**config.mk**
```make
export PLATFORM = sky130hd
export DESIGN_NAME = tws_slave_tx
export DESIGN_NICKNAME = d
export VERILOG_FILES = /design/src/design/tws_slave_tx.v
export VERILOG_INCLUDE_DIRS = /design/src /design/src/design
export SDC_FILE = /design/constraint.sdc
export NUM_CORES = 1
export LEC_CHECK = 0
export ABC_AREA = 1
export BUFFER_PORTS_ARGS = -buffer_cell sky130_fd_sc_hd__clkbuf_2
export CORE_MARGIN = 1
export CORE_UTILIZATION = 59
export CTS_CLUSTER_DIAMETER = 30
export CTS_CLUSTER_SIZE = 8
export DETAILED_ROUTE_END_ITERATION = 12
export PLACE_DENSITY_LB_ADDON = 0.12
export RECOVER_POWER = 50
export SYNTH_ARGS = -nofsm -noshare
export SYNTH_HDL_FRONTEND = slang
export SYNTH_SLANG_ARGS = --single-unit
```
**constraint.sdc**
```tcl
create_clock -name core_clk -period 2.9 [get_ports core_clk]
set_clock_uncertainty 0.2 [all_clocks]
set_input_delay 0.29 -clock core_clk [delete_from_list [all_inputs] [get_ports core_clk]]
set_output_delay 0.29 -clock core_clk [all_outputs]
set_load 0.005 [all_outputs]
```
**src/design/tws_defines.vh**
```
`ifndef TWS_DEFINES_VH
`define TWS_DEFINES_VH
// -----------------------------------------------------------------
// register byte offsets
// -----------------------------------------------------------------
`define TWS_OFS_CTRL      8'h00
`define TWS_OFS_STATUS    8'h04
`define TWS_OFS_DATA      8'h08
`define TWS_OFS_OWNADDR   8'h0c
// -----------------------------------------------------------------
// control register fields
// -----------------------------------------------------------------
`define TWS_CTL_FLAG      7
`define TWS_CTL_ACKEN     6
`define TWS_CTL_START     5
`define TWS_CTL_STOP      4
`define TWS_CTL_ENABLE    2
// -----------------------------------------------------------------
// reset values
// -----------------------------------------------------------------
`define TWS_RST_CTRL      8'h00
`define TWS_RST_OWNADDR   8'h00
`define TWS_RST_DATA      8'hff
`define TWS_RST_STATUS    8'hf8
// -----------------------------------------------------------------
// status codes, prescaler bits zero
// -----------------------------------------------------------------
`define TWS_ST_START      8'h08
`define TWS_ST_RSTART     8'h10
`define TWS_ST_MR_NACK    8'h58
`define TWS_ST_SR_OWN     8'h60
`define TWS_ST_SR_GCALL   8'h70
`define TWS_ST_OWN_READ   8'ha8
`define TWS_ST_ARB_READ   8'hb0
`define TWS_ST_TX_ACK     8'hb8
`define TWS_ST_TX_NACK    8'hc0
`define TWS_ST_LAST_ACK   8'hc8
`define TWS_ST_NONE       8'hf8
`define TWS_GCALL_ADDR    7'h00
// -----------------------------------------------------------------
// timing
// -----------------------------------------------------------------
`define TWS_CLK_PERIOD_NS 4
`define TWS_GEN_HALF_NS   5000
`define TWS_GEN_HALF_CYC  ((`TWS_GEN_HALF_NS + `TWS_CLK_PERIOD_NS - 1) / `TWS_CLK_PERIOD_NS)
`endif

```
**src/design/tws_slave_tx.v**
```verilog
// The AHB-Lite interface to the registers and the address map were left to the implementer.
`timescale 1ns/1ns
`include "tws_defines.vh"
module tws_slave_tx (
   // clock and reset
   input  wire        core_clk,
   input  wire        reset_n,
   // ahb-lite slave
   input  wire        hsel,
   input  wire [31:0] haddr,
   input  wire [1:0]  htrans,
   input  wire        hwrite,
   input  wire [2:0]  hsize,
   input  wire [31:0] hwdata,
   input  wire        hready,
   output wire        hreadyout,
   output wire        hresp,
   output reg  [31:0] hrdata,
   // two-wire bus pins
   input  wire        scl_in,
   output wire        scl_out,
   output wire        scl_oe,
   input  wire        sda_in,
   output wire        sda_out,
   output wire        sda_oe,
   // rest of the unit
   input  wire        deep_sleep,
   input  wire        arb_lost,
   input  wire        mr_nack_done,
   input  wire [7:0]  mr_rx_byte,
   output wire        wake_req
);

   // -----------------------------------------------------------------
   // states
   // -----------------------------------------------------------------
   localparam [7:0] S_IDLE  = 8'h01;
   localparam [7:0] S_ADDR  = 8'h02;
   localparam [7:0] S_AACK  = 8'h04;
   localparam [7:0] S_TX    = 8'h08;
   localparam [7:0] S_MACK  = 8'h10;
   localparam [7:0] S_WAIT  = 8'h20;
   localparam [7:0] S_IGN   = 8'h40;
   localparam [7:0] S_MSTR  = 8'h80;

   localparam [2:0] G_IDLE  = 3'd0;
   localparam [2:0] G_PREP  = 3'd1;
   localparam [2:0] G_SCLHI = 3'd2;
   localparam [2:0] G_STOP  = 3'd3;
   localparam [2:0] G_START = 3'd4;

   localparam integer HALF_CYC = `TWS_GEN_HALF_CYC;
   localparam [15:0]  HALF     = HALF_CYC[15:0];

   // -----------------------------------------------------------------
   // declarations
   // -----------------------------------------------------------------
   reg  [7:0]  ctrl;
   reg  [7:0]  own_slave_address;
   reg  [7:0]  data;
   reg  [7:0]  status;
   reg  [1:0]  presc;
   reg         wr_pend;
   reg  [7:0]  wr_addr;
   reg  [7:0]  state;
   reg  [2:0]  gphase;
   reg  [15:0] gcnt;
   reg         g_stop;
   reg         g_start;
   reg         gen_sda;
   reg         gen_scl;
   reg  [7:0]  shift;
   reg  [3:0]  bitcnt;
   reg         last_byte;
   reg         master_ack;
   reg         arb_pend;
   reg         sleep_match;
   reg         tx_bit_low;
   reg         ack_low;
   reg         scl_s1, scl_s2, scl_d;
   reg         sda_s1, sda_s2, sda_d;

   wire        interface_enable   = ctrl[`TWS_CTL_ENABLE];
   wire        acknowledge_enable = ctrl[`TWS_CTL_ACKEN];
   wire        serial_interrupt_flag = ctrl[`TWS_CTL_FLAG];
   wire [6:0]  own_address_field  = own_slave_address[7:1];
   wire        general_call_accept = own_slave_address[0];

   wire        scl_rise = scl_s2 & ~scl_d;
   wire        scl_fall = ~scl_s2 & scl_d;
   wire        bus_start = scl_s2 & scl_d & sda_d & ~sda_s2;
   wire        bus_stop  = scl_s2 & scl_d & ~sda_d & sda_s2;

   wire        addr_ph  = hsel & hready & htrans[1];
   wire        wr_ctrl  = wr_pend & (wr_addr == `TWS_OFS_CTRL);
   wire        flag_clr = wr_ctrl & hwdata[`TWS_CTL_FLAG];

   // -----------------------------------------------------------------
   // address match
   // -----------------------------------------------------------------
   function match_addr;
      input [6:0] a;
      input [6:0] own;
      input       gc_ok;
      begin
         match_addr = (a == own) | (gc_ok & (a == `TWS_GCALL_ADDR));
      end
   endfunction

   // -----------------------------------------------------------------
   // pin synchronisers
   // -----------------------------------------------------------------
   always @(posedge core_clk) begin
      if (!reset_n) begin
         scl_s1 <= 1'b1;
         scl_s2 <= 1'b1;
         scl_d  <= 1'b1;
         sda_s1 <= 1'b1;
         sda_s2 <= 1'b1;
         sda_d  <= 1'b1;
      end else begin
         scl_s1 <= scl_in;
         scl_s2 <= scl_s1;
         scl_d  <= scl_s2;
         sda_s1 <= sda_in;
         sda_s2 <= sda_s1;
         sda_d  <= sda_s2;
      end
   end

   // -----------------------------------------------------------------
   // ahb-lite slave, zero wait states
   // -----------------------------------------------------------------
   assign hreadyout = 1'b1;
   assign hresp     = 1'b0;

   always @(posedge core_clk) begin
      if (!reset_n) begin
         wr_pend <= 1'b0;
         wr_addr <= 8'h00;
         hrdata  <= 32'h0000_0000;
      end else begin
         wr_pend <= addr_ph & hwrite;
         wr_addr <= haddr[7:0];
         if (addr_ph & ~hwrite) begin
            case (haddr[7:0])
               `TWS_OFS_CTRL:    hrdata <= {24'h000000, ctrl};
               // prescaler sits in the low bits
               `TWS_OFS_STATUS:  hrdata <= {24'h000000, status[7:3], 1'b0, presc};
               `TWS_OFS_DATA:    hrdata <= {24'h000000, data};
               `TWS_OFS_OWNADDR: hrdata <= {24'h000000, own_slave_address};
               default:          hrdata <= 32'h0000_0000;
            endcase
         end
      end
   end

   // -----------------------------------------------------------------
   // bus outputs: open drain, only ever pull low
   // -----------------------------------------------------------------
   assign scl_out = 1'b0;
   assign sda_out = 1'b0;
   assign scl_oe  = gen_scl | wake_req | (serial_interrupt_flag & (state == S_WAIT | state == S_MSTR));
   assign sda_oe  = gen_sda | tx_bit_low | ack_low;
   // wake stays up until the flag goes
   assign wake_req = sleep_match & serial_interrupt_flag;

   // -----------------------------------------------------------------
   // main sequencer
   // -----------------------------------------------------------------
   always @(posedge core_clk) begin
      if (!reset_n) begin
         ctrl              <= `TWS_RST_CTRL;
         own_slave_address <= `TWS_RST_OWNADDR;
         data              <= `TWS_RST_DATA;
         status            <= `TWS_RST_STATUS;
         presc             <= 2'b00;
         state             <= S_IDLE;
         gphase            <= G_IDLE;
         gcnt              <= 16'h0000;
         g_stop            <= 1'b0;
         g_start           <= 1'b0;
         gen_sda           <= 1'b0;
         gen_scl           <= 1'b0;
         shift             <= 8'h00;
         bitcnt            <= 4'h0;
         last_byte         <= 1'b0;
         master_ack        <= 1'b0;
         arb_pend          <= 1'b0;
         sleep_match       <= 1'b0;
         tx_bit_low        <= 1'b0;
         ack_low           <= 1'b0;
      end else begin
         // a clear lands first so that a same-cycle hardware set wins
         if (flag_clr) begin
            ctrl[`TWS_CTL_FLAG] <= 1'b0;
            sleep_match         <= 1'b0;
         end

         // software writes; the flag bit itself is handled above
         if (wr_pend) begin
            case (wr_addr)
               `TWS_OFS_CTRL: begin
                  ctrl[6:0] <= {hwdata[6:4], 1'b0, hwdata[2], 2'b00};
               end
               `TWS_OFS_STATUS:  presc <= hwdata[1:0];
               `TWS_OFS_DATA:    data <= hwdata[7:0];
               `TWS_OFS_OWNADDR: own_slave_address <= hwdata[7:0];
               default: ;
            endcase
         end

         if (arb_lost)
            arb_pend <= 1'b1;

         // slave side state machine
         case (state)
            S_IDLE: begin
               tx_bit_low <= 1'b0;
               ack_low    <= 1'b0;
               if (mr_nack_done) begin
                  data                <= mr_rx_byte;
                  status              <= `TWS_ST_MR_NACK;
                  ctrl[`TWS_CTL_FLAG] <= 1'b1;
                  state               <= S_MSTR;
               end else if (bus_start & interface_enable) begin
                  bitcnt <= 4'h0;
                  state  <= S_ADDR;
               end
            end
            S_ADDR: begin
               if (bus_stop) begin
                  state <= S_IDLE;
               end else if (bus_start) begin
                  bitcnt <= 4'h0;
               end else if (scl_rise) begin
                  shift  <= {shift[6:0], sda_s2};
                  bitcnt <= bitcnt + 4'h1;
               end else if (scl_fall & bitcnt == 4'h8) begin
                  // no ack while acknowledge is off
                  // matching works in deep sleep too
                  if (acknowledge_enable & match_addr(shift[7:1], own_address_field, general_call_accept)) begin
                     ack_low     <= 1'b1;
                     sleep_match <= deep_sleep;
                     // sleep match does not update data
                     if (!deep_sleep)
                        data <= shift;
                     bitcnt <= 4'h0;
                     state  <= S_AACK;
                  end else begin
                     state <= S_IGN;
                  end
               end
            end
            S_AACK: begin
               if (scl_fall) begin
                  ack_low             <= 1'b0;
                  ctrl[`TWS_CTL_FLAG] <= 1'b1;
                  // direction bit picks transmit or receive
                  if (shift[0]) begin
                     // flag and status on own read
                     status      <= arb_pend ? `TWS_ST_ARB_READ : `TWS_ST_OWN_READ;
                     arb_pend    <= 1'b0;
                     state       <= S_WAIT;
                  end else begin
                     // receive side lives elsewhere; report and step aside
                     status      <= (shift[7:1] == `TWS_GCALL_ADDR) ? `TWS_ST_SR_GCALL : `TWS_ST_SR_OWN;
                     state       <= S_IGN;
                  end
               end
            end
            S_WAIT: begin
               // byte loaded, flag cleared, ack enable read
               if (flag_clr) begin
                  shift      <= data;
                  last_byte  <= ~hwdata[`TWS_CTL_ACKEN];
                  tx_bit_low <= ~data[7];
                  bitcnt     <= 4'h1;
                  state      <= S_TX;
               end
            end
            S_TX: begin
               if (bus_stop | bus_start) begin
                  tx_bit_low <= 1'b0;
                  state      <= bus_start ? S_ADDR : S_IDLE;
                  bitcnt     <= 4'h0;
               end else if (scl_fall) begin
                  if (bitcnt == 4'h8) begin
                     tx_bit_low <= 1'b0;
                     state      <= S_MACK;
                  end else begin
                     tx_bit_low <= ~shift[6];
                     shift      <= {shift[6:0], 1'b1};
                     bitcnt     <= bitcnt + 4'h1;
                  end
               end
            end
            S_MACK: begin
               if (scl_rise) begin
                  master_ack <= ~sda_s2;
               end else if (scl_fall) begin
                  ctrl[`TWS_CTL_FLAG] <= 1'b1;
                  if (!master_ack) begin
                     status      <= `TWS_ST_TX_NACK;
                     state       <= S_IGN;
                  end else if (last_byte) begin
                     // master wants more after the last byte
                     status      <= `TWS_ST_LAST_ACK;
                     state       <= S_IGN;
                  end else begin
                     status      <= `TWS_ST_TX_ACK;
                     state       <= S_WAIT;
                  end
               end
            end
            S_IGN: begin
               // master clocks in ones from here on
               tx_bit_low <= 1'b0;
               if (bus_stop) begin
                  state <= S_IDLE;
               end else if (bus_start & interface_enable) begin
                  bitcnt <= 4'h0;
                  state  <= S_ADDR;
               end
            end
            S_MSTR: begin
               if (flag_clr & gphase == G_IDLE) begin
                  g_stop  <= hwdata[`TWS_CTL_STOP];
                  g_start <= hwdata[`TWS_CTL_START];
                  if (hwdata[`TWS_CTL_STOP] | hwdata[`TWS_CTL_START]) begin
                     gphase  <= G_PREP;
                     gen_scl <= 1'b1;
                     gen_sda <= hwdata[`TWS_CTL_STOP];
                     gcnt    <= HALF;
                  end else begin
                     state <= S_IDLE;
                  end
               end
            end
            default: state <= S_IDLE;
         endcase

         // stop / start generation out of the 0x58 state
         if (gphase != G_IDLE) begin
            if (gcnt != 16'h0000) begin
               gcnt <= gcnt - 16'h0001;
            end else begin
               case (gphase)
                  G_PREP: begin
                     gen_scl <= 1'b0;
                     gcnt    <= HALF;
                     gphase  <= G_SCLHI;
                  end
                  G_SCLHI: begin
                     gcnt <= HALF;
                     if (g_stop) begin
                        // stop: data rises with clock high
                        gen_sda <= 1'b0;
                        gphase  <= G_STOP;
                     end else begin
                        gen_sda <= 1'b1;
                        gphase  <= G_START;
                     end
                  end
                  G_STOP: begin
                     ctrl[`TWS_CTL_STOP] <= 1'b0;
                     if (g_start) begin
                        gen_sda <= 1'b1;
                        gcnt    <= HALF;
                        gphase  <= G_START;
                     end else begin
                        gphase <= G_IDLE;
                        state  <= S_IDLE;
                     end
                  end
                  G_START: begin
                     ctrl[`TWS_CTL_STOP] <= 1'b0;
                     // data stays low and is let go a cycle later under a low clock,
                     // so both wires never move together and fake a stop
                     gen_scl             <= 1'b1;
                     gphase              <= G_IDLE;
                     ctrl[`TWS_CTL_FLAG] <= 1'b1;
                     status              <= g_stop ? `TWS_ST_START : `TWS_ST_RSTART;
                     state               <= S_IDLE;
                  end
                  default: gphase <= G_IDLE;
               endcase
            end
         end else if (state != S_MSTR) begin
            // clock taken on entry to 0x58, so the generator hand-over cannot glitch it high
            gen_scl <= (gen_scl & serial_interrupt_flag & ~flag_clr) | ((state == S_IDLE) & mr_nack_done);
            gen_sda <= gen_sda & ~gen_scl;
         end
      end
   end

endmodule

```
* Word-level counts from Yosys, hierarchy flattened
Index checks and enable logic that the tools add are counted.
Storage, ports and cells: register bits 127, output and inout bits 39, word-level logic and storage cells 275
Operators by class: add/subtract/negate cells 2, equal/unequal tests 38, muxes and demuxes 139, bitwise operators 43, reductions and logical operators 23
Operators with widths (count):
- $mux 8 | 43
- $mux 16 | 6
- $pmux 8 s8 | 1
- $mux 4 | 12
- $pmux 8 s3 | 2
- $mux 1 | 45
- $mux 7 | 6
- $eq 8x4->1 const B | 5
- $pmux 16 s2 | 1
- $pmux 8 s2 | 2
- $pmux 8 s4 | 1
- $ne 2x2->1 const B | 13
- $mux 5 | 5
- $and 1x1->1 | 24
- $eq 8x3->1 const B | 3
- $mux 3 | 7
- $pmux 4 s5 | 1
- $logic_not 8->1 | 2
- $reduce_bool 16->1 | 1
- $sub 16x1->16 const B | 1
- $reduce_and 2->1 | 6
- $reduce_bool 3->1 | 4
- $not 1->1 | 10
- $or 1x1->1 | 9
- other kinds (27) | 35

* Longest topological paths before layout
word-level depth 14, depth in mapped cells 13, depth with buffers taken out 13

* Worst setup path after synthesis
OpenSTA, ideal clock, no wires.
kind flip-flop to flip-flop, start point register gcnt[0], end point register gcnt[1], setup time 0.114 ns, data arrival time 1.577 ns, required time 2.586 ns, slack 1.009 ns, stages on the path, launching flop included 12, buffers on the path 0, period minus slack after synthesis 1.891 ns, cells stage by stage dfxtp_1 > inv_1 > ha_1 > nand4_2 > nor2_4 > nand3_4 > nand2_8 > inv_6 > nor2_8 > nand2_4 > o21bai_1 > inv_1
On the way: cells in the longest elaborated chain, start to end 3, elaborated cells between the ends (all ways) 4
RTL lines:
- start: declaration | RTL line tws_slave_tx.v:67 | reg [15:0] gcnt;
- start signal: assignment | RTL line tws_slave_tx.v:346 | gcnt <= gcnt - 16'h0001;
- $sub 16x1->16 / $reduce_bool 16->1 (equally long branches) | RTL line tws_slave_tx.v:346, tws_slave_tx.v:345
- $mux 16 (*) | RTL line tws_slave_tx.v:345 | if (gcnt != 16'h0000) begin
- $mux 16 (*) | RTL line tws_slave_tx.v:344 | if (gphase != G_IDLE) begin
Mark *: on every way between the ends. The rest lies on a longest branch, timed or not. A chain may end at the register's enable or synchronous reset.

* Final worst setup path
start point register gcnt[0], end point register state[4]
On the way: cells in the longest elaborated chain, start to end 3
RTL lines:
- $reduce_bool 16->1 | RTL line tws_slave_tx.v:345
- $mux 8 | RTL line tws_slave_tx.v:345
- $mux 8 | RTL line tws_slave_tx.v:344
- end signal: assignment | RTL line tws_slave_tx.v:285 | state <= bus_start ? S_ADDR : S_IDLE;
- end: declaration | RTL line tws_slave_tx.v:65 | reg [7:0] state;
No other way between the ends.

==> summary.md <==
The flow ran to the end, and the final reports show no timing, DRC or antenna violations. The violation count after the first detailed-route iteration is 380. Dividing the synthesized area by the synthesized cell count gives 6.444 µm². The worst vdd rail ir drop is 0.8984 mV, and the number of buffers inserted by port buffering is 45. At the end of routability-driven placement, the weighted congestion stood at 0.9581. STA classifies the critical path endpoint as a flop. 126 I/O pins were placed.

The library cell appearing most often on the critical path is inv_1. Number of antenna violations at the first check in global routing: 0. Summing over every cut layer, the via total after detailed routing is 6017. The number of vias per cell is 5.480, and the final antenna-violating net count is 0. The Yosys step of the flow raised 0 warnings. The die covers 10310 µm².

The flip-flop cell with the highest count after synthesis is dfxtp_1. The clock-pin slew reported for the worst setup and hold paths after clock tree synthesis came out at 100 ps. The total overflow reported by the global router came out at 0.

Max-cap violations in this run came to 0. The width of the chip works out to 101.5 µm. The highest signal layer in the routed design was met4.

Tracing the worst setup path back leads to its startpoint at gcnt[0]$_SDFF_PN0_. After clock tree synthesis, the repair step resized 0 gates. The run gives 2580 ps as the critical path data arrival time. After synthesis, the most frequently instantiated cells are nand2_1, inv_1, dfxtp_1. Among all cell types in the netlist, the one instantiated most often is nand2_1. For this run, the share of the core covered by cells in the final layout is 68.01%. Row generation in the floorplan step produced 35 rows. The biggest area contributor in the post-synthesis netlist is dfxtp_1.

In this run, synthesis inferred 0 flip-flops with an integrated enable. The overall power after layout was 3.700 mW. The clock drives 100 sinks. The kind of cell with the highest combined delay along the critical path is simple AND/OR/NAND/NOR gates. The setup slack on the worst flop-to-flop path is 390 ps. Setup repair after global routing left no endpoint under its margin. The count of H-tree levels built during CTS is 3. The critical path is of the flop to flop type.

For this block, the routed nets add up to 15740 µm of wire. In this run, synthesis produced a sequential element count of 100. For the worst flop-to-flop path, the logic depth is 11. After detailed routing, the number of remaining DRC violations is 0. Relative to the synthesized area, the layout overhead comes to 9.570%. The largest net degree at the start of global routing was 64. Buffer and inverter count on the worst path: 3. The total count of hold-check failures in the final report is 0. Along the worst path, the maximum fanout reaches 6. The signal on the critical path passes through inv_1, ha_1, nand4_1, nor2_1, nand3_4, inv_1, nand2_1, nand3_1, inv_1, nand2_1, nor2_1. For this run, the slowest stage of the critical path takes 400 ps. The ratio of final minimum period to clock period was 86.51%; the leakage power summed over all cells was 3.133 nW. The slowest library cell on the worst path is nor2_1. The run gives 380 ps as the clock insertion delay at the later pin of the skew report. For this run, the post-layout net count is 1054. The worst hold path stage count was 3; the aggregate negative setup slack was 0 ps.

The top-area cell type share of the netlist area is 34.25%, and the effective utilization at floorplan is 62.07%. Detailed route wirelength on metal2: 7327 µm. Detailed routing placed a total of 1263 µm of wire on met3.

The buffer cell driving the clock tree root was clkbuf_8. Reg-to-reg critical path endpoint: state[4]$_SDFF_PN0_. The logs give 9415 µm² for the placeable core region and 5844 µm² for the netlist area before placement. The path with the worst hold slack has its endpoint at own_slave_address[3]$_SDFFE_PN0P_. In this run, distinct cell masters in the synthesized netlist total 45. TritonCTS built the clock tree. The reg-to-reg critical path startpoint is gcnt[0]$_SDFF_PN0_. The final-report max-slew violation count is 0. The transition time at the pin with the least slew margin is 1372 ps, and the share of post-route cells with drive strength above 1 is 10.11%. The fraction of registers with async set/reset came out at 0%. For the worst max-slew margin expressed relative to the limit, the log shows 8.505%.

The classification of the worst-slack hold path was input port to flop. The repair_antennas step left the layout with diodes totalling 0. The power density over the cells is 577.7 nW/µm², and the detailed placement HPWL is 11630 µm.

The maximum count of clock buffers along a single path is 2, and the number of global-route vias before repair is 5475. From bottom edge to top edge, the die measures 101.5 µm. In this run, CTS created clock tree buffers numbering 9.

Setup violations remaining at the end of the flow were counted as 0. For this run, the register share of the synthesized area comes to 34.25%. By area the synthesized netlist is led by dfxtp_1, nand2_1, inv_1. The shortest clock period the worst path allows after layout is 2509 ps. Synthesis handed over a netlist of 907 instances.

For the maximum clock frequency, the log shows 398.6 MHz. The first detailed-routing pass ran for 5 iterations. Data on the critical path is required at its endpoint by 2970 ps.

The detailed router put a total of 6843 µm of wire on met1. In the final routed layout, each cell accounts on average for 14.34 µm. The nature of the critical path startpoint was a flop.

The global-route wire length before repair was 25670 µm. Global routing used 32.09% of the available tracks. The hold path startpoint is hwdata[3].
## power breakdown
| group | internal, mW | switching, mW |
|---|---|---|
| combinational | 0.403 | 0.828 |
| clock | 0.425 | 0.502 |
| sequential | 1.46 | 0.0841 |
## layout make-up
class / instances / area [µm²]
clock buffers: 11 / 141.4
clock inverters: 5 / 58.81
fillers: 889 / 3012
inverters: 122 / 462.9
multi-input cells: 665 / 3166
flip-flops and latches: 100 / 2002
well taps: 129 / 161.4
repair buffers: 66 / 411.6
## kinds of logic after synthesis
kind of cell	share of synthesized area, %
compound gates	14.19
xor+xnor	2.098
fa+ha+maj	0.6423
buf+inv	12.85
flops	34.25
mux	0.1927
other cells	0.1285
simple gates	35.65
## layout by cell type, fill, tap and decap left out, types with 4 or more instances in the layout
cell / instances
a21oi_1: 60
a31oi_1: 4
buf_4: 4
clkbuf_1: 8
clkbuf_2: 39
clkbuf_8: 10
conb_1: 28
dfxtp_1: 100
dlygate4sd3_1: 16
inv_1: 113
inv_2: 7
nand2_1: 232
nand2_2: 7
nand3_1: 73
nand3b_1: 8
nand4_1: 15
nor2_1: 99
nor2_2: 4
nor3_1: 12
o21ai_0: 62
o21ai_1: 10
o21bai_1: 5
or2_2: 5
xnor2_1: 6
xor2_1: 8
## tightest hold or removal path, cell delays in order
cell and delay [ps]:
clkbuf_2 90, o21ai_0 70, a21oi_1 100
## worst max path at each step
stage,end,cells past startpoint
finish,state[4]$_SDFF_PN0_,11
global route,state[4]$_SDFF_PN0_,11
CTS,bitcnt[0]$_SDFFE_PN0P_,11
detailed placement,bitcnt[0]$_SDFFE_PN0P_,11
global placement,state[2]$_SDFF_PN0_,10
floorplan,gcnt[1]$_SDFF_PN0_,11
## sequential cells by signal, summed over array words and instances, names as in the netlist, 2 cells and up
| name | count |
|---|---|
| data | 8 |
| bitcnt | 4 |
| status | 5 |
| ctrl | 5 |
| gphase | 3 |
| shift | 8 |
| state | 8 |
| gcnt | 16 |
| own_slave_address | 8 |
| wr_addr | 8 |
| hrdata | 8 |
| presc | 2 |
## metrics by stage
stage	area [µm²]	worst slack [ps]	hold WS, ps	std cells
6_report	6404	391.2	1.456	1098
5_1_grt	6404	215.6	21.42	1098
4_1_cts	6439	645.3	0.8122	1098
3_5_place_dp	6078	649.0	206.5	1066
3_3_place_gp	6078	686.9	199.1	1066
2_1_floorplan	5942	1009	180.1	933
## layer usage
metal	track usage [%]	vias to the layer above
li1	-	2959
met1	42.26	2743
met2	52.60	282
met3	6.763	33
met4	9.922	0
met5	0	-
## timing repair
item / 4_1_cts / 5_1_grt
hold buffers: 16 / 0
setup buffers: 0 / 0
endpoints found under the hold margin: 16 / 0
Note: power is estimated with default switching activity, not from simulation.
